`src/tmr_pkg.sv`:
```
// Constants shared by the buffered four-channel timer and its clock tick generator.
// Operation
// - Pair 0/1 buffer bit links channels 0 and 1 onto pin 0, channel 0 first.
// - Pair 2/3 buffer bit links channels 2 and 3 onto pin 2, channel 2 first.
// - A write to the idle set of a pair takes over at the next period boundary.
// - At each overflow a linked pair uses the set written most recently.
// - Linked pair: even control drives and reports, odd control unused, odd pin freed.
// - The even channel buffer bit overrides its mode low bit.
// - Mode bits 0:1 mean unbuffered compare or PWM, 1:0 buffered.
// - Edge/level 1:0 clears the output on match, 1:1 sets it.
// - Toggle-on-overflow set toggles the output at every overflow.
// - Without overflow toggle, matches drive the held level and give 0% duty.
// - Full duty force with overflow toggle clear gives a constant 100% output.
// - Rollover after the limit sets the overflow flag and may request an interrupt.
// - Capture or compare sets the channel flag and may request an interrupt.
// - Wait mode keeps counting, blocks bus access, enabled requests wake the system.
// - Stop mode freezes counter and prescaler with their state kept, resuming afterwards; pin edges still capture and set channel flags.
// - The counter halts while the break state lasts.
// - In break, flags clear only with break clear enable; two-step clears finish later.
// - Prescale select all ones counts the external clock pin instead.
// - The external clock pin is forced to input while it clocks the counter.
// - The counter clear bit zeroes counter and prescaler, self-clears, reads zero.
// - On reaching the limit the counter restarts from zero at the next tick.
package tmr_pkg;

    // Register byte offsets; each channel sits four bytes above the one before.
    localparam logic [7:0] OFS_STATUS  = 8'h00;
    localparam logic [7:0] OFS_COUNT   = 8'h04;
    localparam logic [7:0] OFS_LIMIT   = 8'h08;
    localparam logic [7:0] OFS_CHCTL0  = 8'h0c;
    localparam logic [7:0] OFS_CHCMP0  = 8'h1c;
    localparam logic [7:0] OFS_STEP    = 8'h04;

    // Timer status and control fields.
    localparam int TSC_FLAG   = 7;
    localparam int TSC_IRQEN  = 6;
    localparam int TSC_HALT   = 5;
    localparam int TSC_CLEAR  = 4;
    localparam int TSC_PS_LSB = 0;

    // Channel status and control fields.
    localparam int CSC_FLAG    = 7;
    localparam int CSC_IRQEN   = 6;
    localparam int CSC_BUF     = 5;
    localparam int CSC_MODE    = 4;
    localparam int CSC_ELS_LSB = 2;
    localparam int CSC_TOV     = 1;
    localparam int CSC_MAX     = 0;

    // Reset values.
    localparam logic [15:0] LIMIT_RST = 16'hffff;
    localparam logic        HALT_RST  = 1'b1;
    localparam logic [2:0]  PS_RST    = 3'h0;
    localparam logic [6:0]  CTL_RST   = 7'h00;

    // Prescale code that selects the external clock pin.
    localparam logic [2:0] PS_EXT = 3'h7;

    // Edge/level select codes.
    localparam logic [1:0] ELS_OFF    = 2'h0;
    localparam logic [1:0] ELS_TOGGLE = 2'h1;
    localparam logic [1:0] ELS_CLEAR  = 2'h2;
    localparam logic [1:0] ELS_SET    = 2'h3;

endpackage

```
`src/buffered_pwm_timer.sv`:
```
// Four-channel timer with capture, compare, buffered PWM pairs and an AHB-Lite register slave.
`timescale 1ns/1ns
module buffered_pwm_timer
    import tmr_pkg::*;
(
    // Clock and reset
    input  wire logic        CLOCK,
    input  wire logic        RST,
    // AHB-Lite slave
    input  wire logic        HSEL,
    input  wire logic [31:0] HADDR,
    input  wire logic [1:0]  HTRANS,
    input  wire logic        HWRITE,
    input  wire logic [2:0]  HSIZE,
    input  wire logic [31:0] HWDATA,
    input  wire logic        HREADY,
    output logic      [31:0] HRDATA,
    output logic             HREADYOUT,
    output logic             HRESP,
    // System state
    input  wire logic        WAIT_MODE,
    input  wire logic        STOP_MODE,
    input  wire logic        BREAK_ACTIVE,
    input  wire logic        BREAK_CLEAR_ENABLE,
    // External count clock pin
    input  wire logic        EXTERNAL_COUNT_CLOCK,
    input  wire logic        PORT_D6_DIRECTION,
    output logic             PORT_D6_OUTPUT_ALLOWED,
    // Channel pins
    input  wire logic [3:0]  CHANNEL_PIN_IN,
    output logic      [3:0]  CHANNEL_PIN_OUT,
    output logic      [3:0]  CHANNEL_PIN_OE,
    // Requests
    output logic             TIMER_IRQ,
    output logic             WAKE_REQUEST
);

    // Bus phase state.
    logic        wr_pend_r;
    logic [7:0]  wr_ofs_r;
    logic [31:0] rdata_r;

    // Timer state.
    logic [15:0] cnt_r;
    logic [15:0] limit_r;
    logic        halt_r;
    logic [2:0]  ps_r;
    logic        ovf_irqen_r;
    logic        ovf_flag_r;
    logic        ovf_arm_r;

    // Channel state.
    logic [6:0]  ctl_r     [4];
    logic [15:0] cmp_r     [4];
    logic [3:0]  flag_r;
    logic [3:0]  arm_r;
    logic [3:0]  lvl_r;
    logic [3:0]  pin_out_r;
    logic [3:0]  pin_oe_r;
    logic [1:0]  last_wr_r;
    logic [1:0]  sel_r;
    logic [1:0]  last_wr_nxt;
    logic [3:0]  lvl_nxt;

    // Pin synchronisers; the third stage only feeds edge detection.
    logic [3:0]  pin_s1_r;
    logic [3:0]  pin_s2_r;
    logic [3:0]  pin_s3_r;

    logic        irq_r;
    logic        wake_r;

    // Decoded events.
    logic        acc;
    logic        rd_now;
    logic        wr_now;
    logic        clr_pulse;
    logic        run;
    logic        tick;
    logic        ext_sel;
    logic        ovf_evt;
    logic        clear_ok;
    logic [15:0] cnt_nxt;
    logic [1:0]  linked;
    logic [3:0]  drives;
    logic [3:0]  out_mode;
    logic [3:0]  cap_mode;
    logic [3:0]  match;
    logic [3:0]  cap_evt;
    logic [3:0]  ch_evt;
    logic [3:0]  rise;
    logic [3:0]  fall;

    // Byte offset of channel k control or compare register.
    function automatic logic [7:0] ch_ofs(input logic [7:0] base, input int k);
        ch_ofs = 8'(base + 8'(k) * OFS_STEP);
    endfunction

    // Edge/level field of a stored channel control word.
    function automatic logic [1:0] els_of(input logic [6:0] ctl);
        els_of = ctl[CSC_ELS_LSB +: 2];
    endfunction

    assign HREADYOUT = 1'b1;
    assign HRESP     = 1'b0;
    assign HRDATA    = rdata_r;

    // Wait mode closes the register window to the processor.
    assign acc      = HSEL && HTRANS[1] && HREADY && !WAIT_MODE;
    assign rd_now   = acc && !HWRITE;
    assign wr_now   = wr_pend_r;
    assign clear_ok = !BREAK_ACTIVE || BREAK_CLEAR_ENABLE;

    assign clr_pulse = wr_now && (wr_ofs_r == OFS_STATUS) && HWDATA[TSC_CLEAR];
    assign run       = !halt_r && !STOP_MODE && !BREAK_ACTIVE;

    count_tick_gen u_tick
    (
        .clk          (CLOCK),
        .rst          (RST),
        .clear        (clr_pulse),
        .run          (run),
        .sel          (ps_r),
        .ext_pin      (EXTERNAL_COUNT_CLOCK),
        .tick         (tick),
        .ext_selected (ext_sel)
    );

    assign PORT_D6_OUTPUT_ALLOWED = PORT_D6_DIRECTION && !ext_sel;

    assign cnt_nxt = (cnt_r == limit_r) ? 16'h0000 : 16'(cnt_r + 16'h0001);
    assign ovf_evt = tick && !clr_pulse && (cnt_r == limit_r);

    assign linked[0] = ctl_r[0][CSC_BUF];
    assign linked[1] = ctl_r[2][CSC_BUF];
    assign rise      = pin_s2_r & ~pin_s3_r;
    assign fall      = ~pin_s2_r & pin_s3_r;

    always_comb
    begin
        for (int k = 0; k < 4; k++)
        begin
            // The odd channel of a linked pair no longer runs; its pin is left to the port.
            drives[k]   = !((k % 2 == 1) && linked[k / 2]);
            // The buffer bit wins over the mode low bit.
            out_mode[k] = drives[k] && (els_of(ctl_r[k]) != ELS_OFF)
                          && (ctl_r[k][CSC_BUF] || ctl_r[k][CSC_MODE]);
            cap_mode[k] = drives[k] && (els_of(ctl_r[k]) != ELS_OFF)
                          && !ctl_r[k][CSC_BUF] && !ctl_r[k][CSC_MODE];
            if ((k % 2 == 0) && linked[k / 2] && sel_r[k / 2])
                match[k] = tick && !clr_pulse && (cnt_nxt == cmp_r[k | 1]);
            else
                match[k] = tick && !clr_pulse && (cnt_nxt == cmp_r[k]);
            case (els_of(ctl_r[k]))
                ELS_TOGGLE: cap_evt[k] = cap_mode[k] && rise[k];
                ELS_CLEAR:  cap_evt[k] = cap_mode[k] && fall[k];
                ELS_SET:    cap_evt[k] = cap_mode[k] && (rise[k] || fall[k]);
                default:    cap_evt[k] = 1'b0;
            endcase
            ch_evt[k] = (out_mode[k] && match[k]) || cap_evt[k];
        end
    end

    // Output level: overflow toggle first, then the compare action, so a match at zero wins.
    always_comb
    begin
        for (int k = 0; k < 4; k++)
        begin
            lvl_nxt[k] = lvl_r[k];
            if (out_mode[k] && ovf_evt && ctl_r[k][CSC_TOV])
                lvl_nxt[k] = !lvl_r[k];
            if (out_mode[k] && match[k])
            begin
                case (els_of(ctl_r[k]))
                    ELS_TOGGLE: lvl_nxt[k] = !lvl_nxt[k];
                    ELS_CLEAR:  lvl_nxt[k] = 1'b0;
                    ELS_SET:    lvl_nxt[k] = 1'b1;
                    default:    lvl_nxt[k] = lvl_nxt[k];
                endcase
            end
        end
    end

    // Which set of each pair was written most recently, including a write in this cycle.
    always_comb
    begin
        for (int p = 0; p < 2; p++)
        begin
            last_wr_nxt[p] = last_wr_r[p];
            if (!linked[p])
                last_wr_nxt[p] = 1'b0;
            else if (wr_now && (wr_ofs_r == ch_ofs(OFS_CHCMP0, 2 * p + 1)))
                last_wr_nxt[p] = 1'b1;
            else if (wr_now && (wr_ofs_r == ch_ofs(OFS_CHCMP0, 2 * p)))
                last_wr_nxt[p] = 1'b0;
        end
    end

    always_ff @(posedge CLOCK or posedge RST)
    begin
        if (RST)
        begin
            pin_s1_r <= 4'h0;
            pin_s2_r <= 4'h0;
            pin_s3_r <= 4'h0;
        end
        else
        begin
            pin_s1_r <= CHANNEL_PIN_IN;
            pin_s2_r <= pin_s1_r;
            pin_s3_r <= pin_s2_r;
        end
    end

    // Address phase capture and registered read data.
    always_ff @(posedge CLOCK or posedge RST)
    begin
        if (RST)
        begin
            wr_pend_r <= 1'b0;
            wr_ofs_r  <= 8'h00;
            rdata_r   <= 32'h0000_0000;
        end
        else
        begin
            wr_pend_r <= acc && HWRITE;
            wr_ofs_r  <= HADDR[7:0];
            rdata_r   <= 32'h0000_0000;
            if (rd_now)
            begin
                if (HADDR[7:0] == OFS_STATUS)
                    rdata_r <= {24'h000000, ovf_flag_r, ovf_irqen_r, halt_r, 1'b0, 1'b0, ps_r};
                else if (HADDR[7:0] == OFS_COUNT)
                    rdata_r <= {16'h0000, cnt_r};
                else if (HADDR[7:0] == OFS_LIMIT)
                    rdata_r <= {16'h0000, limit_r};
                for (int k = 0; k < 4; k++)
                begin
                    if (HADDR[7:0] == ch_ofs(OFS_CHCTL0, k))
                        rdata_r <= {24'h000000, flag_r[k], ctl_r[k]};
                    if (HADDR[7:0] == ch_ofs(OFS_CHCMP0, k))
                        rdata_r <= {16'h0000, cmp_r[k]};
                end
            end
        end
    end

    // Timer status and control, limit and counter.
    always_ff @(posedge CLOCK or posedge RST)
    begin
        if (RST)
        begin
            halt_r      <= HALT_RST;
            ps_r        <= PS_RST;
            ovf_irqen_r <= 1'b0;
            limit_r     <= LIMIT_RST;
        end
        else if (wr_now && (wr_ofs_r == OFS_STATUS))
        begin
            halt_r      <= HWDATA[TSC_HALT];
            ps_r        <= HWDATA[TSC_PS_LSB +: 3];
            ovf_irqen_r <= HWDATA[TSC_IRQEN];
        end
        else if (wr_now && (wr_ofs_r == OFS_LIMIT))
            limit_r <= HWDATA[15:0];
    end

    always_ff @(posedge CLOCK or posedge RST)
    begin
        if (RST)
            cnt_r <= 16'h0000;
        else if (clr_pulse)
            cnt_r <= 16'h0000;
        else if (tick)
            cnt_r <= cnt_nxt;
    end

    // Overflow flag: armed by a read while set, cleared by a later zero write; a new overflow wins.
    always_ff @(posedge CLOCK or posedge RST)
    begin
        if (RST)
        begin
            ovf_flag_r <= 1'b0;
            ovf_arm_r  <= 1'b0;
        end
        else if (ovf_evt)
        begin
            ovf_flag_r <= 1'b1;
            ovf_arm_r  <= 1'b0;
        end
        else if (rd_now && (HADDR[7:0] == OFS_STATUS) && ovf_flag_r && clear_ok)
            ovf_arm_r <= 1'b1;
        else if (wr_now && (wr_ofs_r == OFS_STATUS) && !HWDATA[TSC_FLAG] && ovf_arm_r && clear_ok)
        begin
            ovf_flag_r <= 1'b0;
            ovf_arm_r  <= 1'b0;
        end
    end

    // Channel control, compare values, flags and the pair selection.
    always_ff @(posedge CLOCK or posedge RST)
    begin
        if (RST)
        begin
            for (int k = 0; k < 4; k++)
            begin
                ctl_r[k] <= CTL_RST;
                cmp_r[k] <= 16'h0000;
            end
            flag_r    <= 4'h0;
            arm_r     <= 4'h0;
            last_wr_r <= 2'h0;
            sel_r     <= 2'h0;
        end
        else
        begin
            for (int k = 0; k < 4; k++)
            begin
                if (wr_now && (wr_ofs_r == ch_ofs(OFS_CHCTL0, k)))
                begin
                    ctl_r[k] <= HWDATA[6:0];
                    // Only even channels carry the buffer bit.
                    if (k % 2 == 1)
                        ctl_r[k][CSC_BUF] <= 1'b0;
                end
                if (cap_evt[k])
                    cmp_r[k] <= cnt_r;
                else if (wr_now && (wr_ofs_r == ch_ofs(OFS_CHCMP0, k)))
                    cmp_r[k] <= HWDATA[15:0];
                if (ch_evt[k])
                begin
                    flag_r[k] <= 1'b1;
                    arm_r[k]  <= 1'b0;
                end
                else if (rd_now && (HADDR[7:0] == ch_ofs(OFS_CHCTL0, k)) && flag_r[k] && clear_ok)
                    arm_r[k] <= 1'b1;
                else if (wr_now && (wr_ofs_r == ch_ofs(OFS_CHCTL0, k)) && !HWDATA[CSC_FLAG]
                         && arm_r[k] && clear_ok)
                begin
                    flag_r[k] <= 1'b0;
                    arm_r[k]  <= 1'b0;
                end
            end
            last_wr_r <= last_wr_nxt;
            for (int p = 0; p < 2; p++)
            begin
                if (!linked[p])
                    sel_r[p] <= 1'b0;
                else if (ovf_evt)
                    sel_r[p] <= last_wr_nxt[p];
            end
        end
    end

    // Pin drive: output level, full duty forcing and enables, all registered.
    always_ff @(posedge CLOCK or posedge RST)
    begin
        if (RST)
        begin
            lvl_r     <= 4'h0;
            pin_out_r <= 4'h0;
            pin_oe_r  <= 4'h0;
        end
        else
        begin
            lvl_r    <= lvl_nxt;
            pin_oe_r <= out_mode;
            for (int k = 0; k < 4; k++)
            begin
                if (ctl_r[k][CSC_MAX] && !ctl_r[k][CSC_TOV])
                    pin_out_r[k] <= (els_of(ctl_r[k]) == ELS_CLEAR);
                else
                    pin_out_r[k] <= lvl_nxt[k];
            end
        end
    end

    assign CHANNEL_PIN_OUT = pin_out_r;
    assign CHANNEL_PIN_OE  = pin_oe_r;

    // Interrupt request level and its wake-up use in wait mode.
    always_ff @(posedge CLOCK or posedge RST)
    begin
        if (RST)
        begin
            irq_r  <= 1'b0;
            wake_r <= 1'b0;
        end
        else
        begin
            irq_r <= (ovf_flag_r && ovf_irqen_r)
                     || ((flag_r[0] && ctl_r[0][CSC_IRQEN]) || (flag_r[2] && ctl_r[2][CSC_IRQEN]))
                     || ((flag_r[1] && ctl_r[1][CSC_IRQEN] && !linked[0])
                     || (flag_r[3] && ctl_r[3][CSC_IRQEN] && !linked[1]));
            wake_r <= WAIT_MODE && irq_r;
        end
    end

    assign TIMER_IRQ    = irq_r;
    assign WAKE_REQUEST = wake_r;

endmodule

```
`src/count_tick_gen.sv`:
```
// Prescaler and external clock selection that yields one counter tick per selected period.
`timescale 1ns/1ns
module count_tick_gen
    import tmr_pkg::*;
(
    // Clock and reset
    input  wire logic       clk,
    input  wire logic       rst,
    // Control
    input  wire logic       clear,
    input  wire logic       run,
    input  wire logic [2:0] sel,
    // External count clock pin
    input  wire logic       ext_pin,
    // Result
    output logic            tick,
    output logic            ext_selected
);

    logic [5:0] pre_r;
    logic       ext_s1_r;
    logic       ext_s2_r;
    logic       ext_s3_r;
    logic [5:0] mask;

    assign ext_selected = (sel == PS_EXT);
    assign mask         = 6'(7'((7'h01 << sel) - 7'h01));

    always_ff @(posedge clk or posedge rst)
    begin
        if (rst)
        begin
            ext_s1_r <= 1'b0;
            ext_s2_r <= 1'b0;
            ext_s3_r <= 1'b0;
        end
        else
        begin
            ext_s1_r <= ext_pin;
            ext_s2_r <= ext_s1_r;
            ext_s3_r <= ext_s2_r;
        end
    end

    // The prescaler only advances while counting is allowed, so halt, stop and break freeze it too.
    always_ff @(posedge clk or posedge rst)
    begin
        if (rst)
            pre_r <= 6'h00;
        else if (clear)
            pre_r <= 6'h00;
        else if (run)
            pre_r <= pre_r + 6'h01;
    end

    always_comb
    begin
        if (!run)
            tick = 1'b0;
        else if (ext_selected)
            tick = ext_s2_r && !ext_s3_r;
        else
            tick = ((pre_r & mask) == mask);
    end

endmodule

```
`config.mk`:
```
export PLATFORM = sky130hd
export DESIGN_NAME = buffered_pwm_timer
export DESIGN_NICKNAME = d
export VERILOG_FILES = /design/src/tmr_pkg.sv /design/src/buffered_pwm_timer.sv /design/src/count_tick_gen.sv
export SDC_FILE = /design/constraint.sdc
export NUM_CORES = 1
export LEC_CHECK = 0
export BUFFER_PORTS_ARGS = -buffer_cell sky130_fd_sc_hd__clkbuf_2
export CAP_MARGIN = 20
export CELL_PAD_IN_SITES_DETAIL_PLACEMENT = 0
export CELL_PAD_IN_SITES_GLOBAL_PLACEMENT = 1
export CORE_MARGIN = 3
export CORE_UTILIZATION = 39
export CTS_CLUSTER_DIAMETER = 150
export DETAILED_ROUTE_END_ITERATION = 12
export PLACE_DENSITY_LB_ADDON = 0.2
export SYNTH_ARGS = -nofsm -noshare
export SYNTH_HDL_FRONTEND = slang
export SYNTH_SLANG_ARGS = --single-unit
```
`constraint.sdc`:
```
create_clock -name CLOCK -period 22.7 [get_ports CLOCK]
set_input_delay 5.675 -clock CLOCK [delete_from_list [all_inputs] [get_ports CLOCK]]
set_output_delay 5.675 -clock CLOCK [all_outputs]
set_load 0.02 [all_outputs]
```
Word level (Yosys, flattened, before mapping)
Index checks and enable logic that the tools add are counted.
{"block": "totals", "register_bits": 217, "in_bits": 84, "output_inout_bits": 45, "elab_cells": 356}
{"block": "op_classes", "addsub": 3, "eq_ne": 45, "shift": 1, "n_mux": 84, "n_bitwise": 6, "n_reduce_logical": 176}
{"operator": "32-bit two-way mux", "count": 9}
{"operator": "16-bit two-way mux", "count": 14}
{"operator": "1-bit logical AND", "count": 106}
{"operator": "16-bit equality test", "count": 5}
{"operator": "8-bit by 5-bit equality test with 1-bit output, second input constant", "count": 8}
{"operator": "1-bit two-way mux", "count": 51}
{"operator": "8-bit by 6-bit equality test with 1-bit output, second input constant", "count": 6}
{"operator": "8-bit by 4-bit equality test with 1-bit output, second input constant", "count": 4}
{"operator": "2-bit nonzero test", "count": 15}
{"operator": "1-bit logical NOT", "count": 27}
{"operator": "1-bit case mux with 3 select lines", "count": 8}
{"operator": "16-bit by 1-bit adder with 16-bit output, second input constant", "count": 1}
{"operator": "2-bit equality test, second input constant", "count": 8}
{"operator": "8-bit logical NOT", "count": 2}
{"operator": "1-bit logical OR", "count": 15}
{"operator": "3-bit nonzero test", "count": 5}
{"operator": "6-bit two-way mux", "count": 2}
{"operator": "2-bit AND reduction", "count": 6}
{"operator": "2-bit != test, second input constant", "count": 5}
{"operator": "4-bit AND", "count": 2}
{"operator": "2-bit by 1-bit equality test with 1-bit output, second input constant", "count": 4}
{"operator": "8-bit by 3-bit equality test with 1-bit output, second input constant", "count": 1}
{"operator": "4-bit NOT", "count": 2}
{"operator": "6-bit by 1-bit adder with 6-bit output, second input constant", "count": 1}
{"operator": "7 further kinds", "count": 8}

Longest topological paths before layout
{"block": "depth", "ltp_word": 15, "ltp_mapped": 14, "mapped_depth_nobuf": 11}

Cells and area by module
A second synthesis with hierarchy kept.
{"block": "unflattened", "hier_cells": 1277, "area_unflattened_um2": 12030.3}
{"module": "buffered_pwm_timer", "n_inst": 1, "cells_each": 1233, "area_each_um2": 11581.1, "seq_area_each_um2": 4825.9}
{"module": "count_tick_gen", "n_inst": 1, "cells_each": 44, "area_each_um2": 449.2, "seq_area_each_um2": 225.2}

Least setup slack after synthesis
OpenSTA, ideal clock, no wires.
{"block": "synth_timing", "path_type": "input -> output", "start": "input port PORT_D6_DIRECTION", "end": "output port PORT_D6_OUTPUT_ALLOWED", "t_arrival_ps": 6068, "required_ps": 17025, "path_slack_ps": 10957, "stages": 2, "n_path_buf": 0, "path_cell_list": "inv_1 a31oi_1"}
{"block": "synth_between", "elab_chain_len": 1}
{"element": "from (decl)", "line_no": "buffered_pwm_timer.sv:27", "rtl": "input wire logic PORT_D6_DIRECTION,"}
{"element": "1-bit logical AND", "line_no": "buffered_pwm_timer.sv:129", "rtl": "assign PORT_D6_OUTPUT_ALLOWED = PORT_D6_DIRECTION && !ext_sel;"}
{"element": "to (decl)", "line_no": "buffered_pwm_timer.sv:28", "rtl": "output logic PORT_D6_OUTPUT_ALLOWED,"}
Every way passes these cells.

Worst setup path in the final report
Same ends and word-level chain as after synthesis.

==> out/qor.yml <==
clocking:
  clock-sinks: 201
  insertion_delay_ns: 0.55
  cts_resized: 0
  numCtsBuffers: 24
  clk_pin_slew_ns: 0.06
  cts_tree: "built"
  clk_path_buf_depth: 3
  cts_setup_buffers: 0
  cts.htree.levels: 1
  cts_hold_buffers: 0
  cts-root-buf: "clkbuf_16"
floorplan:
  die_y_microns: 177
  core_sq_mm: 0.0289
  ios: 129
  die_area_sq_mm: 0.0315
  die_w_microns: 177
  rows: 62
  initial_core_util: 0.397
global_routing:
  grtUsageTotal: 0.248
  grt.overflow.total: 0
  grt_max_degree: 135
  grt_antenna_before_repair: 0
  grt_pass1_vias: 9111
  grt_pass1_wl_mm: 59.1
synth:
  synth_common_cells: "184 x dfrtp_1, 144 x nand2_1, 109 x o21ai_0"
  synth_edf_count: 0
  synthCells: 1201
  yosys.cell_types.count: 79
  yosys_warnings: 0
  yosysTopAreaCell: "dfrtp_1"
  yosysMostFrequentCell: "dfrtp_1"
  ys_seq_area_frac: 0.441
  synth_top_area_frac: 0.402
  ys.flop_type: "dfrtp_1"
  ys_async_sr_fraction: 1.00
  synth.top_cells.by_area: "dfrtp_1 40%, mux2i_1 6.2%, o21ai_0 4.8%, nand2_1 4.7%, mux2_2 4.5%"
  avgSynthCellArea_sq_um: 9.54
  ys_ff_latch: 201
  synthesis.area_sq_mm: 0.0115
timing:
  finalCriticalPeriod_ns: 11.80
  rsz0062_at_grt: "false"
  fin_setup_tns_ns: 0
  tightestPinTransition_ns: 1.04
  fmax_mhz: 84.8
  hold_viol: 0
  finalWorstSetupSlack_ns: 10.90
  finalClockSkew_ns: 0.0229
  fin_crit_sh: 0.520
  max_slew_margin: 0.305
  finalSetupViolCount: 0
  slew_viol_final: 0
place:
  gp_congestion: 0.895
  pre_cts_ws_ns: 10.90
  io_buffers: 66
  dpl.hpwl_mm: 27.6
power:
  p_leak_nw: 5.42
  pwr-share-seq: 0.469
  p_sw_frac: 0.256
  p_comb_frac: 0.059
  internal_power_mw: 0.614
  power.switching_mw: 0.211
  ir_drop_uv: 47.1
  cellPowerDensity_mw_per_mm2: 63.7
  p_clk_frac: 0.472
route:
  first_pass_iters: 5
  drt_iter0_markers: 979
  num_vias: 9726
  ant_nets: 0
  viasPerCell: 5.90
  wire_per_inst_microns: 23.9
  routed_wirelength_mm: 39.4
  post-route-drc-count: 0
worst_setup_path:
  cp-start-kind: "input port"
  critPathCaptureType: "output port"
  crit_type: "in2out"
  crit_required_ns: 17.02
  worst-path-max-fanout: 1
  crit_arrival_ns: 6.12
flow_run:
  maxCapViolations: 0
cells_and_area:
  layout-drive-gt1-share: 0.177
  diodes: 0
  num-nets-final: 1341
  syn_to_final_growth_pct: 13.0
status:
  status: "complete, no violations"
min_path:
  worstHoldPathType: "reg2reg"
## critical path, cell delays in order
cell and delay [ns]:
clkbuf_2 0.07, inv_1 0.03, a31oi_1 0.15, clkbuf_2 0.19
## final cells by class
| type | count | area, sq um |
|---|---|---|
| inverter | 21 | 86.3 |
| fill | 2817 | 15900 |
| tap | 384 | 480 |
| clock inverter | 14 | 154 |
| multi-input combinational | 905 | 5990 |
| sequential | 201 | 5050 |
| timing repair buffer | 94 | 542 |
| clock buffer | 30 | 643 |
## kinds of logic after synthesis
family                     synth area share
buffers and inverters                0.0446
other                              0.000655
AOI/OAI and AO/OA                     0.177
DFF                                   0.441
adders and majority gates            0.0109
xor gates and xnor gates             0.0517
muxes                                 0.108
and+or+nand+nor                       0.166
## layout by cell type (no fill, tap or decap), types with 9 or more instances in the layout
| cell type | synthesis | final |
|---|---|---|
| nand2b_1 | 10 | 10 |
| nand4_1 | 12 | 12 |
| nor4_1 | 9 | 9 |
| nor2_1 | 71 | 67 |
| mux2i_1 | 71 | 71 |
| xnor2_1 | 38 | 38 |
| nor3_1 | 30 | 26 |
| a211oi_1 | 9 | 9 |
| clkbuf_16 | 0 | 24 |
| dfrtp_1 | 184 | 184 |
| dfstp_2 | 17 | 17 |
| buf_4 | 19 | 26 |
| clkbuf_2 | 0 | 66 |
| xor2_1 | 24 | 24 |
| ha_1 | 10 | 10 |
| mux2_2 | 46 | 46 |
| nor2b_1 | 13 | 13 |
| nand2_1 | 144 | 144 |
| inv_1 | 21 | 20 |
| nand3_1 | 33 | 33 |
| o21ai_0 | 109 | 109 |
| a31oi_1 | 18 | 18 |
| o22ai_1 | 15 | 15 |
| a21oi_1 | 51 | 51 |
| a22oi_1 | 38 | 38 |
| conb_1 | 2 | 18 |
## per-layer routing
metal	GRT usage	up-vias	routed length, microns
met3	0.0481	69	3040
li1	-	4440	-
met1	0.364	4837	18100
met4	0.0690	0	1020
met5	0	-	0
met2	0.373	380	17300
## metrics by stage
step            util  instance area [sq um]  hold WS [ns]  total power [mW]  std cells
5_1_grt        0.448                  12900         0.365             0.855       1649
2_1_floorplan      -                  11500         0.331             0.420       1217
4_1_cts        0.448                  12900         0.351             0.833       1648
3_5_place_dp   0.420                  12100         0.337             0.441       1604
6_report       0.448                  12900         0.349             0.825       1649
3_3_place_gp   0.420                  12100         0.332             0.440       1603
## power groups by stage
stage | Clock (mW) | Sequential (mW) | Combinational, mW
finish | 0.389 | 0.387 | 0.0485
global route | 0.413 | 0.388 | 0.0539
CTS | 0.397 | 0.386 | 0.0490
detailed placement | 0 | 0.392 | 0.0488
global placement | 0 | 0.392 | 0.0481
floorplan | 0 | 0.387 | 0.0337
## registers in the layout (all words and copies together) (netlist names), 6 cells and up
| register | cells |
|---|---|
| wr_ofs_r | 8 |
| u_tick.pre_r | 6 |
| HRDATA | 16 |
| cmp_r | 64 |
| limit_r | 16 |
| ctl_r | 26 |
| cnt_r | 16 |
## final timing paths
| check | slack (ns) | depth (start not counted) | to | from |
|---|---|---|---|---|
| worst max register to register | 18.34 | 11 | CHANNEL_PIN_OUT[2]$_DFF_PP0_ | cnt_r[4]$_DFFE_PP0P_ |
| max in group asynchronous | 15.91 | 3 | ps_r[1]$_DFFE_PP0N_ | RST |
| worst max-delay path | 10.90 | 4 | PORT_D6_OUTPUT_ALLOWED | PORT_D6_DIRECTION |
| worst min register to register | 0.35 | 0 | pin_s2_r[0]$_DFF_PP0_ | pin_s1_r[0]$_DFF_PP0_ |
| min in group asynchronous | 5.31 | 2 | ctl_r[12]$_DFFE_PP0P_ | RST |
| worst min-delay path | 0.35 | 0 | pin_s2_r[0]$_DFF_PP0_ | pin_s1_r[0]$_DFF_PP0_ |
Note: power is estimated with default switching activity, not from simulation.
